## src/fbrw_pkg.sv

```systemverilog
/*
 * Shared constants for the flash bus read/write front end: widths, address
 * fields, command codes, burst figures and operation durations.
 * Assumes a 250 MHz ref_clk and a 22-bit word address, 16-bit data bus.
 */
package fbrw_pkg;

    // ------------------------------------------------------------------
    // Widths and address fields
    // ------------------------------------------------------------------
    localparam int ADDR_W        = 22;
    localparam int DATA_W        = 16;
    localparam int PLANE_LSB     = 20;
    localparam int SMALL_SEC_LSB = 15;
    localparam logic [6:0]  SMALL_SEC_TAG   = 7'h7f;
    localparam logic [ADDR_W-1:0] PAGE4_MASK = 22'h00_0003;
    localparam logic [ADDR_W-1:0] PAGE8_MASK = 22'h00_0007;
    localparam logic [11:0] CHIP_ERASE_ADDR = 12'h555;

    // ------------------------------------------------------------------
    // Command words
    // ------------------------------------------------------------------
    localparam logic [7:0] CODE_CHIP_ERASE   = 8'h10;
    localparam logic [7:0] CODE_PLANE_ERASE  = 8'h20;
    localparam logic [7:0] CODE_SECTOR_ERASE = 8'h30;

    // ------------------------------------------------------------------
    // Burst figures
    // ------------------------------------------------------------------
    localparam logic [2:0] BURST_LATENCY = 3'h4;
    localparam logic [2:0] BURST_LEN4    = 3'h4;

    // ------------------------------------------------------------------
    // Timing
    // ------------------------------------------------------------------
    localparam int CLK_MHZ          = 250;
    localparam int US_CYCLES        = CLK_MHZ;
    localparam int T_PROG_NORM_US   = 22;
    localparam int T_PROG_FAST_US   = 10;
    localparam int T_SEC_SMALL_MS   = 100;
    localparam int T_SEC_LARGE_MS   = 500;
    localparam int T_SEC_SMALL_US   = T_SEC_SMALL_MS * 1000;
    localparam int T_SEC_LARGE_US   = T_SEC_LARGE_MS * 1000;
    localparam int TIMER_W          = 20;
    localparam int PRESCALE_W       = 8;

    typedef enum logic [1:0] {
        FBRW_BR_IDLE = 2'b00,
        FBRW_BR_LAT  = 2'b01,
        FBRW_BR_DATA = 2'b10,
        FBRW_BR_DONE = 2'b11
    } fbrw_burst_t;

    typedef enum logic [2:0] {
        FBRW_OP_PROGRAM   = 3'b000,
        FBRW_OP_SEC_SMALL = 3'b001,
        FBRW_OP_SEC_LARGE = 3'b010,
        FBRW_OP_PLANE     = 3'b011,
        FBRW_OP_CHIP      = 3'b100
    } fbrw_op_t;

endpackage : fbrw_pkg

```

## src/fbrw_bus.sv

```systemverilog
/*
 * Device-side front end of a 16-bit parallel flash bus: asynchronous and
 * page reads, synchronous burst reads, word-load capture, erase command
 * detection, status-read steering and program/erase busy timing.
 * Assumes the array read port answers combinationally on ref_clk, and that
 * host pins are asynchronous and sampled here through two flops.
 */
// Behaviour
// - Low strobe follows a stable address.
// - Low address bits select word within page.
// - Outputs float when chip or output enable drops.
// - Ready timing follows the two configuration bits.
// - Burst first data after four clocks.
// - Burst address captured on clock with strobe.
// - Write address taken at strobe rising edge.
// - Write strobe is chip and write enable low.
// - Program takes 22 or 10 microseconds.
// - Sector erase takes 100 or 500 milliseconds.
// - Status plane reads status; operations refused.
`timescale 1ns/100ps
module fbrw_bus #(
    parameter int PROG_NORM_US = fbrw_pkg::T_PROG_NORM_US,
    parameter int PROG_FAST_US = fbrw_pkg::T_PROG_FAST_US,
    parameter int SEC_SMALL_US = fbrw_pkg::T_SEC_SMALL_US,
    parameter int SEC_LARGE_US = fbrw_pkg::T_SEC_LARGE_US,
    parameter int PLANE_US     = fbrw_pkg::T_SEC_LARGE_US,
    parameter int CHIP_US      = fbrw_pkg::T_SEC_LARGE_US
) (
    input  wire logic                        ref_clk,
    input  wire logic                        rst_n,
    input  wire logic                        ce_n,
    input  wire logic                        oe_n,
    input  wire logic                        we_n,
    input  wire logic                        address_valid_strobe_n,
    input  wire logic                        flash_clk,
    input  wire logic [fbrw_pkg::ADDR_W-1:0] addr,
    input  wire logic [fbrw_pkg::DATA_W-1:0] dq_in,
    output logic      [fbrw_pkg::DATA_W-1:0] dq_out,
    output logic                             dq_oe,
    output logic                             ready,
    input  wire logic                        burst_en,
    input  wire logic                        burst_len4,
    input  wire logic                        page8,
    input  wire logic                        ready_timing_bit_hi,
    input  wire logic                        ready_timing_bit_lo,
    input  wire logic                        vpp_high,
    input  wire logic [3:0]                  status_plane_en,
    input  wire logic [fbrw_pkg::DATA_W-1:0] status_word,
    output logic      [fbrw_pkg::ADDR_W-1:0] arr_addr,
    input  wire logic [fbrw_pkg::DATA_W-1:0] arr_rd_data,
    output logic                             wr_valid,
    output logic      [fbrw_pkg::ADDR_W-1:0] wr_addr,
    output logic      [fbrw_pkg::DATA_W-1:0] wr_data,
    input  wire logic                        prog_start,
    output logic                             op_busy,
    output logic                             op_done,
    output logic                             op_refused,
    output logic      [2:0]                  op_kind
);

    localparam int AW = fbrw_pkg::ADDR_W;
    localparam int DW = fbrw_pkg::DATA_W;
    localparam int TW = fbrw_pkg::TIMER_W;

    // ------------------------------------------------------------------
    // Pin synchronisers
    // ------------------------------------------------------------------
    logic [4:0]    ctl_s;
    logic [AW-1:0] addr_s;
    logic [DW-1:0] dq_s;

    // Address and data groups may land skewed by one cycle; the host holds
    // them stable well beyond the strobes that qualify them.
    fbrw_sync #(.WIDTH(5), .RESET_VAL(5'h0f)) u_sync_ctl (
        .ref_clk  (ref_clk),
        .rst_n    (rst_n),
        .async_in ({flash_clk, address_valid_strobe_n, we_n, oe_n, ce_n}),
        .sync_out (ctl_s)
    );

    fbrw_sync #(.WIDTH(AW)) u_sync_addr (
        .ref_clk  (ref_clk),
        .rst_n    (rst_n),
        .async_in (addr),
        .sync_out (addr_s)
    );

    fbrw_sync #(.WIDTH(DW)) u_sync_dq (
        .ref_clk  (ref_clk),
        .rst_n    (rst_n),
        .async_in (dq_in),
        .sync_out (dq_s)
    );

    wire ce_on  = ~ctl_s[0];
    wire oe_on  = ~ctl_s[1];
    wire we_on  = ~ctl_s[2];
    wire avd_on = ~ctl_s[3];
    wire fclk   = ctl_s[4];

    // ------------------------------------------------------------------
    // Edge history
    // ------------------------------------------------------------------
    logic fclk_reg;
    logic avd_reg;
    logic strobe_reg;

    wire strobe_on  = ce_on & we_on;
    wire strobe_beg = strobe_on & ~strobe_reg;
    wire strobe_end = ~strobe_on & strobe_reg;
    wire avd_rise   = ~avd_on & avd_reg;
    wire fclk_rise  = fclk & ~fclk_reg;

    always_ff @(posedge ref_clk or negedge rst_n) begin
        if (!rst_n) begin
            fclk_reg   <= 1'b0;
            avd_reg    <= 1'b0;
            strobe_reg <= 1'b0;
        end else begin
            fclk_reg   <= fclk;
            avd_reg    <= avd_on;
            strobe_reg <= strobe_on;
        end
    end

    // ------------------------------------------------------------------
    // Asynchronous and page read addressing
    // ------------------------------------------------------------------
    logic [AW-1:0] rd_latch_reg;
    logic [AW-1:0] rd_latch_next;

    // Transparent while the strobe is low, so a strobe tied low gives
    // flow-through reads and no clock edge is ever needed.
    assign rd_latch_next = avd_on ? addr_s : rd_latch_reg;

    wire [AW-1:0] page_mask = page8 ? fbrw_pkg::PAGE8_MASK : fbrw_pkg::PAGE4_MASK;
    wire [AW-1:0] async_addr = (rd_latch_reg & ~page_mask) | (addr_s & page_mask);

    always_ff @(posedge ref_clk or negedge rst_n) begin
        if (!rst_n) begin
            rd_latch_reg <= '0;
        end else begin
            rd_latch_reg <= rd_latch_next;
        end
    end

    // ------------------------------------------------------------------
    // Burst read engine
    // ------------------------------------------------------------------
    fbrw_pkg::fbrw_burst_t br_reg;
    fbrw_pkg::fbrw_burst_t br_next;
    logic [AW-1:0]         br_addr_reg;
    logic [2:0]            br_cnt_reg;

    wire br_capture = burst_en & fclk_rise & avd_on & ce_on;
    wire lat_last   = (br_cnt_reg == fbrw_pkg::BURST_LATENCY - 3'h1);
    wire len_last   = burst_len4 & (br_cnt_reg == fbrw_pkg::BURST_LEN4 - 3'h1);
    wire br_active  = (br_reg == fbrw_pkg::FBRW_BR_DATA);

    always_comb begin
        br_next = br_reg;
        unique case (br_reg)
            fbrw_pkg::FBRW_BR_IDLE: begin
                if (br_capture) begin
                    br_next = fbrw_pkg::FBRW_BR_LAT;
                end
            end
            fbrw_pkg::FBRW_BR_LAT: begin
                if (fclk_rise && lat_last) begin
                    br_next = fbrw_pkg::FBRW_BR_DATA;
                end
            end
            fbrw_pkg::FBRW_BR_DATA: begin
                if (fclk_rise && len_last) begin
                    br_next = fbrw_pkg::FBRW_BR_DONE;
                end
            end
            fbrw_pkg::FBRW_BR_DONE: begin
                br_next = fbrw_pkg::FBRW_BR_DONE;
            end
        endcase
        if (!ce_on) begin
            br_next = fbrw_pkg::FBRW_BR_IDLE;
        end else if (br_capture) begin
            br_next = fbrw_pkg::FBRW_BR_LAT;
        end
    end

    always_ff @(posedge ref_clk or negedge rst_n) begin
        if (!rst_n) begin
            br_reg      <= fbrw_pkg::FBRW_BR_IDLE;
            br_addr_reg <= '0;
            br_cnt_reg  <= '0;
        end else begin
            br_reg <= br_next;
            if (br_capture) begin
                br_addr_reg <= addr_s;
                br_cnt_reg  <= '0;
            end else if (fclk_rise && br_reg == fbrw_pkg::FBRW_BR_LAT) begin
                br_cnt_reg <= lat_last ? 3'h0 : br_cnt_reg + 3'h1;
            end else if (fclk_rise && br_active) begin
                br_addr_reg <= br_addr_reg + 1'b1;
                br_cnt_reg  <= br_cnt_reg + 3'h1;
            end
        end
    end

    // Ready: the high bit pulls assertion one clock ahead of data; the low
    // bit flips the pin polarity.
    wire ready_early = ready_timing_bit_hi & (br_reg == fbrw_pkg::FBRW_BR_LAT) & lat_last;
    wire ready_act   = ~burst_en | br_active | ready_early;
    wire ready_pin   = ready_act ^ ready_timing_bit_lo;

    // ------------------------------------------------------------------
    // Read data path and status steering
    // ------------------------------------------------------------------
    assign arr_addr = (br_reg == fbrw_pkg::FBRW_BR_IDLE) ? async_addr : br_addr_reg;

    wire [1:0]    rd_plane = arr_addr[fbrw_pkg::PLANE_LSB +: 2];
    wire [DW-1:0] rd_word  = status_plane_en[rd_plane] ? status_word : arr_rd_data;
    wire          out_on   = ce_on & oe_on & ~we_on;
    wire          dq_load  = burst_en ? (fclk_rise & br_active) : 1'b1;

    always_ff @(posedge ref_clk or negedge rst_n) begin
        if (!rst_n) begin
            dq_out <= '0;
            dq_oe  <= 1'b0;
            ready  <= 1'b1;
        end else begin
            dq_oe <= out_on;
            ready <= ready_pin;
            if (dq_load) begin
                dq_out <= rd_word;
            end
        end
    end

    // ------------------------------------------------------------------
    // Word-load capture
    // ------------------------------------------------------------------
    logic avd_held_reg;

    always_ff @(posedge ref_clk or negedge rst_n) begin
        if (!rst_n) begin
            wr_addr      <= '0;
            wr_data      <= '0;
            wr_valid     <= 1'b0;
            avd_held_reg <= 1'b0;
        end else begin
            wr_valid <= strobe_end;
            if (avd_rise && ce_on && !burst_en) begin
                wr_addr      <= addr_s;
                avd_held_reg <= 1'b1;
            end else if (strobe_beg && !avd_held_reg) begin
                wr_addr <= addr_s;
            end else if (strobe_end) begin
                avd_held_reg <= 1'b0;
            end
            if (strobe_end) begin
                wr_data <= dq_s;
            end
        end
    end

    // ------------------------------------------------------------------
    // Erase detection and operation launch
    // ------------------------------------------------------------------
    wire [7:0] wr_code   = wr_data[7:0];
    wire       small_sec = (wr_addr[AW-1:fbrw_pkg::SMALL_SEC_LSB] == fbrw_pkg::SMALL_SEC_TAG);
    wire       hit_chip  = (wr_code == fbrw_pkg::CODE_CHIP_ERASE);
    wire       hit_plane = (wr_code == fbrw_pkg::CODE_PLANE_ERASE);
    wire       hit_sec   = (wr_code == fbrw_pkg::CODE_SECTOR_ERASE);
    wire       erase_req = wr_valid & (hit_chip | hit_plane | hit_sec);
    wire       start_req = erase_req | prog_start;
    wire       blocked   = op_busy | (|status_plane_en);
    wire       launch    = start_req & ~blocked;

    // The chip erase address is not checked; a wrong address still erases.
    fbrw_pkg::fbrw_op_t kind_next;
    logic [TW-1:0]      dur_us;

    always_comb begin
        kind_next = fbrw_pkg::FBRW_OP_PROGRAM;
        if (erase_req && hit_chip) begin
            kind_next = fbrw_pkg::FBRW_OP_CHIP;
        end else if (erase_req && hit_plane) begin
            kind_next = fbrw_pkg::FBRW_OP_PLANE;
        end else if (erase_req) begin
            kind_next = small_sec ? fbrw_pkg::FBRW_OP_SEC_SMALL : fbrw_pkg::FBRW_OP_SEC_LARGE;
        end
    end

    always_comb begin
        dur_us = TW'(vpp_high ? PROG_FAST_US : PROG_NORM_US);
        unique case (kind_next)
            fbrw_pkg::FBRW_OP_SEC_SMALL: dur_us = TW'(SEC_SMALL_US);
            fbrw_pkg::FBRW_OP_SEC_LARGE: dur_us = TW'(SEC_LARGE_US);
            fbrw_pkg::FBRW_OP_PLANE:     dur_us = TW'(PLANE_US);
            fbrw_pkg::FBRW_OP_CHIP:      dur_us = TW'(CHIP_US);
            default:                     dur_us = TW'(vpp_high ? PROG_FAST_US : PROG_NORM_US);
        endcase
    end

    fbrw_op_timer u_timer (
        .ref_clk (ref_clk),
        .rst_n   (rst_n),
        .load    (launch),
        .load_us (dur_us),
        .busy    (op_busy),
        .done    (op_done)
    );

    always_ff @(posedge ref_clk or negedge rst_n) begin
        if (!rst_n) begin
            op_refused <= 1'b0;
            op_kind    <= 3'h0;
        end else begin
            op_refused <= start_req & blocked;
            if (launch) begin
                op_kind <= kind_next;
            end
        end
    end

endmodule : fbrw_bus

```

## src/fbrw_sync.sv

```systemverilog
/*
 * Two-flop synchroniser for a group of pin inputs.
 * Assumes each bit is a level that stays put for several ref_clk cycles.
 */
`timescale 1ns/100ps
module fbrw_sync #(
    parameter int               WIDTH     = 1,
    parameter logic [WIDTH-1:0] RESET_VAL = '0
) (
    input  wire logic             ref_clk,
    input  wire logic             rst_n,
    input  wire logic [WIDTH-1:0] async_in,
    output logic      [WIDTH-1:0] sync_out
);

    logic [WIDTH-1:0] meta_reg;

    // --------------------------------------------------------------
    // The first stage feeds only the second.
    // --------------------------------------------------------------
    always_ff @(posedge ref_clk or negedge rst_n) begin
        if (!rst_n) begin
            meta_reg <= RESET_VAL;
            sync_out <= RESET_VAL;
        end else begin
            meta_reg <= async_in;
            sync_out <= meta_reg;
        end
    end

endmodule : fbrw_sync

```

## src/fbrw_op_timer.sv

```systemverilog
/*
 * Busy timer for program and erase operations, counted in microseconds.
 * Assumes load is a one-cycle pulse taken only while idle.
 */
`timescale 1ns/100ps
module fbrw_op_timer (
    input  wire logic                        ref_clk,
    input  wire logic                        rst_n,
    input  wire logic                        load,
    input  wire logic [fbrw_pkg::TIMER_W-1:0] load_us,
    output logic                             busy,
    output logic                             done
);

    localparam logic [fbrw_pkg::PRESCALE_W-1:0] PRE_TOP =
        fbrw_pkg::PRESCALE_W'(fbrw_pkg::US_CYCLES - 1);

    logic [fbrw_pkg::PRESCALE_W-1:0] pre_reg;
    logic [fbrw_pkg::TIMER_W-1:0]    us_reg;
    wire                             us_tick = (pre_reg == PRE_TOP);
    wire                             last_us = (us_reg == fbrw_pkg::TIMER_W'(1));

    always_ff @(posedge ref_clk or negedge rst_n) begin
        if (!rst_n) begin
            pre_reg <= '0;
            us_reg  <= '0;
            busy    <= 1'b0;
            done    <= 1'b0;
        end else begin
            done <= 1'b0;
            if (load && !busy) begin
                pre_reg <= '0;
                us_reg  <= load_us;
                busy    <= 1'b1;
            end else if (busy) begin
                pre_reg <= us_tick ? '0 : pre_reg + 1'b1;
                if (us_tick) begin
                    us_reg <= us_reg - 1'b1;
                    if (last_us) begin
                        busy <= 1'b0;
                        done <= 1'b1;
                    end
                end
            end
        end
    end

endmodule : fbrw_op_timer

```

## config.mk

```make
export PLATFORM = sky130hd
export DESIGN_NAME = fbrw_bus
export DESIGN_NICKNAME = d
export VERILOG_FILES = /design/src/fbrw_pkg.sv /design/src/fbrw_bus.sv /design/src/fbrw_sync.sv /design/src/fbrw_op_timer.sv
export SDC_FILE = /design/constraint.sdc
export NUM_CORES = 1
export LEC_CHECK = 0
export BUFFER_PORTS_ARGS = -buffer_cell sky130_fd_sc_hd__buf_2
export CELL_PAD_IN_SITES_DETAIL_PLACEMENT = 0
export CELL_PAD_IN_SITES_GLOBAL_PLACEMENT = 2
export CORE_MARGIN = 2
export CORE_UTILIZATION = 38
export CTS_BUF_LIST = sky130_fd_sc_hd__clkbuf_2
export DETAILED_ROUTE_END_ITERATION = 6
export GPL_TIMING_DRIVEN = 1
export PLACE_DENSITY = 0.93
export RECOVER_POWER = 25
export SYNTH_ARGS = -nofsm -noshare
export SYNTH_HDL_FRONTEND = slang
export SYNTH_HIERARCHICAL = 1
export SYNTH_SLANG_ARGS = --single-unit
```

## constraint.sdc

```tcl
create_clock -name ref_clk -period 5.45 [get_ports ref_clk]
set_input_delay 0.2725 -clock ref_clk [delete_from_list [all_inputs] [get_ports ref_clk]]
set_output_delay 0.2725 -clock ref_clk [all_outputs]
set_load 0.005 [all_outputs]
```

==> Word-level counts from Yosys, hierarchy flattened <==
Cells that the tools add are included.
{ "word_totals": {"register_bits": 230, "rom_bits": 0, "ram_bits": 0, "mem_count": 0, "latch_bits": 0} }
{ "classes": {"eq_ne": 19, "n_mul": 0, "add_sub_neg": 4, "n_mux": 43, "n_reduce_logical": 26, "magnitude_cmp": 1, "div": 0, "bitwise_logic": 37, "shifts": 0} }
{ "ops": {"columns": ["operator", "count"], "rows": [
  ["$mux 22", 6],
  ["$mux 20", 3],
  ["$pmux 20 s2", 1],
  ["$mux 8", 3],
  ["$add 22x1->22 const B", 1],
  ["$and 22x22->22", 1],
  ["$and 22x3->22", 1],
  ["$not 3->22", 1],
  ["$or 22x22->22", 1],
  ["$eq 20x1->1 const B", 1],
  ["$sub 20x1->20 const B", 1],
  ["$mux 3", 6],
  ["$and 1x1->1", 17],
  ["$eq 8x6->1 const B", 2],
  ["$mux 16", 1],
  ["$mux 2", 7],
  ["$mux 1", 13],
  ["$logic_and 1x1->1", 10],
  ["$reduce_bool 2->1", 5],
  ["$eq 3x2->1 const B", 3],
  ["$not 1->1", 9],
  ["$add 8x1->8 const B", 1],
  ["$eq 8x5->1 const B", 1],
  ["$eq 8x8->1 const B", 1],
  ["other kinds (23)", 34]
]} }

==> Depth between registers and ports, before layout <==
{ "depth": {"word_depth": 11, "depth_mapped": 9, "depth_no_buf": 8} }

==> Cells and area by module <==
The synthesis kept the hierarchy.
{ "modules_own_cells": {"columns": ["module", "cells_each", "area_each_um2", "n_inst"], "rows": [
  ["fbrw_bus", 458, 5296.3, 1],
  ["fbrw_op_timer", 210, 1879.3, 1],
  ["fbrw_sync (u_sync_addr)", 44, 1101.1, 1],
  ["fbrw_sync (u_sync_dq)", 32, 800.8, 1],
  ["fbrw_sync (u_sync_ctl)", 10, 260.2, 1]
]} }

==> Worst setup path after synthesis <==
Ideal clock, no wire load.
{ "synth_path": {"path_type": "input -> register", "from": "input port status_plane_en[1]", "to": "register u_timer/us_reg[10] in the netlist's numbering", "arrival_time_ns": 2.468, "required_time_ns": 5.323, "setup_ns": 0.127, "path_slack_ns": 2.855, "n_path_buf": 1, "stages": 8, "cell_sequence": "or4_1 > nor2_1 > a21boi_0 > nor2b_1 > clkbuf_1 > nor3_1 > mux2i_1 > nand3_1"} }
{ "synth_via": {"elab_chain_cells": 7, "word_cells_on_any_way": 9, "classes_between": "mux: 1; bitwise: 3; reduce/logical: 5"} }
{ "synth_lines": {"columns": ["item", "line_no", "text"], "rows": [
  ["start, declared", "fbrw_bus.sv:47", "input wire logic [3:0] status_plane_en,"],
  ["$reduce_or 4->1 (*)", "fbrw_bus.sv:275", "wire blocked = op_busy | (|status_plane_en);"],
  ["$or 1x1->1 (*)", "fbrw_bus.sv:275", null],
  ["$not 1->1 (*)", "fbrw_bus.sv:276", "wire launch = start_req & ~blocked;"],
  ["$and 1x1->1 (*)", "fbrw_bus.sv:276", null],
  ["via launch", "fbrw_bus.sv:276", null],
  ["$logic_and 1x1->1 (*)", "fbrw_op_timer.sv:31", "if (load && !busy) begin"],
  ["$reduce_bool 2->1 (no line)", null, null],
  ["$reduce_and 2->1 (no line)", null, null],
  ["end signal, assigned", "fbrw_op_timer.sv:33", "us_reg <= load_us;"],
  ["end signal, assigned", "fbrw_op_timer.sv:38", "us_reg <= us_reg - 1'b1;"],
  ["end, declared", "fbrw_op_timer.sv:19", "logic [fbrw_pkg::TIMER_W-1:0] us_reg;"]
]} }
Mark *: on every way through the listed nets, which the timed path passes. The rest lies on a longest branch.
A chain may end at the register's enable or synchronous reset.

==> Worst setup path after layout <==
{ "layout_path": {"from": "register u_timer.busy", "to": "register u_timer/us_reg[10] in the netlist's numbering"} }
{ "layout_via": {"elab_chain_cells": 6, "word_cells_on_any_way": 9, "classes_between": "mux: 1; bitwise: 3; reduce/logical: 5"} }
{ "layout_lines": {"columns": ["item", "line_no", "text"], "rows": [
  ["start, declared", "fbrw_op_timer.sv:11", "output logic busy,"],
  ["start signal, assigned", "fbrw_op_timer.sv:27", "busy <= 1'b0;"],
  ["start signal, assigned", "fbrw_op_timer.sv:34", "busy <= 1'b1;"],
  ["start signal, assigned", "fbrw_op_timer.sv:40", "busy <= 1'b0;"],
  ["$or 1x1->1 (*)", "fbrw_bus.sv:275", null],
  ["$not 1->1 (*)", "fbrw_bus.sv:276", null],
  ["$and 1x1->1 (*)", "fbrw_bus.sv:276", null],
  ["via launch", "fbrw_bus.sv:276", null],
  ["$logic_and 1x1->1 (*)", "fbrw_op_timer.sv:31", null],
  ["$reduce_bool 2->1 (no line)", null, null],
  ["$reduce_and 2->1 (no line)", null, null]
]} }
Marked as above.

==> summary.md <==
| Metric | Value |
|---|---|
| Post-synth top flop | dfrtp_1 |
| Hold Path Depth | 2 |
| IO Port Bufs | 172 |
| Final hold slack | around 0.13 ns |
| DR WL/cell | ~15 um |
| Post_cts resized | 0 |
| EDFF count, synth | 0 |
| Htree depth | 2 |
| Initial DRC Count | around 260 |
| Largest net degree at the start of global routing | 118 |
| Pre-antenna DRT Iters | 5 |
| Chip height | 161 um |
| # fillers | 2182 |
| Relative slew slack | -94.1% |
| Final min period | ~3.3 ns |
| Layout Nets | 1183 |
| Final Skew | 0.0583 ns |
| Int Pwr | 2860 uW |
| Synth Register Bits | about 230 |
| Combinational share of power | 18.7% |
| Clk slew on worst S/H paths | 0.11 ns |
| Layout cells sized above 1 | 33.2% |
| Drt total wl | 22000 um |
| R2r setup slk | approximately 2.1 ns |
| Worst Hold End | u_sync_addr/meta_reg[1] |
| Final Core Density | 50.7% |
| Sequential area share after synthesis | 61.2% |
| FMAX | 302 MHz |
| Synthesis-to-layout area growth | 31.8% |
| Reg2reg start | u_timer/busy |
| CP Data Arrival Time | 4.01 ns |
| Initial Util | 38.5% |
| MaxCap Viol Count | 1 |
| Initial antenna violation count | 1 |
| Worst vdd ir | 0.241 mV |
| First-pass GRT wire length | 36600 um |
| CTS Sinks | 228 |
| Final Cycle Share | between 60% and 70% |
| Avg Inst Size Synth | between 10 and 15 um^2 |
| IO Pins | 173 |
| Failing checks | capacitance limit, slew limit |
| RePlAce Congestion | 0.780 |
| Clk network pwr share | 28.4% |
| Die footprint | 25800 um^2 |
| Final hold vios | 0 |
| Core area | ~24000 um^2 |
| DR vias | just over 7000 |
| Post-Syn Area | 9340 um^2 |
| Cell Area, Placed | 10500 um^2 |
| HP Start | addr[1] |
| CP Max Fanout | 29 |
| Worst hold path type | in2reg |
| Layout Cell Area excl Fill | roughly 12000 um^2 |
| Most frequent cells in the layout | dfrtp_1 (219), buf_2 (169), dlygate4sd3_1 (124) |
| Grt ovf | 0 |
| Yosys cell types | 70 |
| Worst setup path category | reg2reg |
| RSZ-0062 raised after global routing | false |
| WP data required | roughly 6.2 ns |
| Vias in the first global route | about 7200 |
| Antenna viol nets, final | 0 |
| Status | complete, but fails checks |
| CTS tree | done |
| Synthesis Warnings | 6 |
| Die Wd | 161 um |
| Clock root buffer master | clkbuf_2 |
| Vias per std cell | about 4.8 |
| FP Rows | 57 |
| Cells after synthesis | 754 |
| NetSw | 1260 uW |
| Placed wire-length estimate | between 10000 and 15000 um |
| Crit end category | register |
| Setup TNS | 0 ns |
| R2R depth | 7 |
| Worst skew pair latency | 0.83 ns |
| Cts bufs inserted | between 50 and 60 |
| Setup-failing EPs final | 0 |
| Switch share | 30.6% |
| RR Endpoint | u_timer/us_reg[10] |
| P_leak | 0.00553 uW |
| Gr usage total | 17.5% |
| Tightest Pin Transition | 2.91 ns |
| Worst setup path startpoint | u_timer/busy |
| Clk buf depth | 3 |
| Most common cell after layout, fill and taps aside | dfrtp_1 |
| Final Slew Violations | 118 |
| Post-CTS Setup Bufs | 0 |
| DRC viols | 0 |
| Register share of total power | 53.0% |
| Pwr/cell area | 335 nW/um^2 |
| Worst Setup Start Kind | register |
| Total power | 4120 uW |
| Asr flop ratio synth | 100% |
routing by layer:
layer  wire length, um  track usage [%]  vias up
met2             10400             28.6      208
met5                 0                0        -
met1              9760             22.6     3410
li1                  -                -     3379
met4               478             6.09        0
met3              1340             4.60       39
cells in the mapped netlist (3+ instances only):
master,instances,area [um^2]
o31ai_1,3,22.5
and2_1,4,25.0
dfstp_2,9,236
nand3_1,15,75.1
and3_1,5,31.3
nand4_1,13,81.3
mux2_2,77,867
o41ai_1,3,26.3
nor2_1,41,154
a21oi_1,30,150
o311ai_0,3,26.3
o21ai_0,35,175
or4b_1,3,30.0
clkbuf_1,23,86.3
buf_2,5,25.0
a31oi_1,10,62.6
nor2b_1,11,68.8
o211ai_1,4,30.0
ha_1,6,75.1
o31a_1,3,26.3
or4_1,6,45.0
mux2i_1,21,210
nand2b_1,6,37.5
nor3_1,11,55.1
a211oi_1,6,45.0
nand3b_1,4,30.0
or3_1,5,31.3
inv_1,16,60.1
nand2_1,61,229
xor2_1,15,131
o21ai_1,4,20.0
and4_1,6,52.6
or2_2,4,25.0
dfrtp_1,219,5480
xnor2_1,16,140
nor4_1,9,56.3
layout make-up:
| cell class | instances | area (um^2) | area share (%) |
|---|---|---|---|
| Clock inverter | 15 | 93.8 | 0.763 |
| Timing Repair Buffer | 302 | 2140 | 17.4 |
| Sequential cell | 228 | 5720 | 46.5 |
| Clock buffer | 89 | 445 | 3.62 |
| Multi-Input combinational cell | 482 | 3440 | 27.9 |
| Antenna cell | 1 | 2.50 | 0.0203 |
| Inverter | 16 | 60.1 | 0.488 |
| Tap cell | 324 | 405 | 3.29 |
repair_timing:
item,CTS,global route
hold buffers,124,0
hold endpoints to repair,183,0
endpoints found under the setup margin,0,0
metrics by stage:
step	setup slack, ns	std cells
2_1_floorplan	2.86	759
3_3_place_gp	2.22	1228
3_5_place_dp	2.17	1228
4_1_cts	2.18	1456
5_1_grt	1.88	1457
6_report	2.14	1457
worst max-delay path, cell delays in order (launching register included):
cell	delay, ns
dfrtp_1	0.70
or4_1	0.53
nor2_1	0.32
a21boi_1	0.55
nor2b_1	0.72
nor3_1	0.09
mux2i_1	0.17
nand3_1	0.09
how the worst max path moves through the flow:
| stage | to | slack (ns) |
|---|---|---|
| 2_1_floorplan | u_timer/us_reg[10] | 2.86 |
| 3_3_place_gp | u_timer/us_reg[10] | 2.22 |
| 3_5_place_dp | u_timer/us_reg[10] | 2.17 |
| 4_1_cts | u_timer/us_reg[10] | 2.18 |
| 5_1_grt | u_timer/us_reg[10] | 1.88 |
| 6_report | u_timer/us_reg[10] | 2.14 |
cell families after synthesis:
group	after synthesis	synth area share (%)
multiplexers	98	11.5
adder cells (fa/ha/maj)	6	0.804
AO/OA/AOI/OAI	118	8.03
AND/OR/NAND/NOR	223	13.1
buffers and inverters	49	2.37
other	1	0.0402
XOR/XNOR	31	2.91
flip-flops	228	61.2
power groups by stage:
| stage | Sequential (uW) | Combinational [uW] | Clock (uW) |
|---|---|---|---|
| 6_report | 2180 | 769 | 1170 |
| 5_1_grt | 2230 | 859 | 1340 |
| 4_1_cts | 2180 | 772 | 1230 |
| 3_5_place_dp | 2210 | 680 | 0 |
| 3_3_place_gp | 2210 | 665 | 0 |
| 2_1_floorplan | 2150 | 439 | 0 |
No activity file was read; power rests on OpenSTA's default activity.
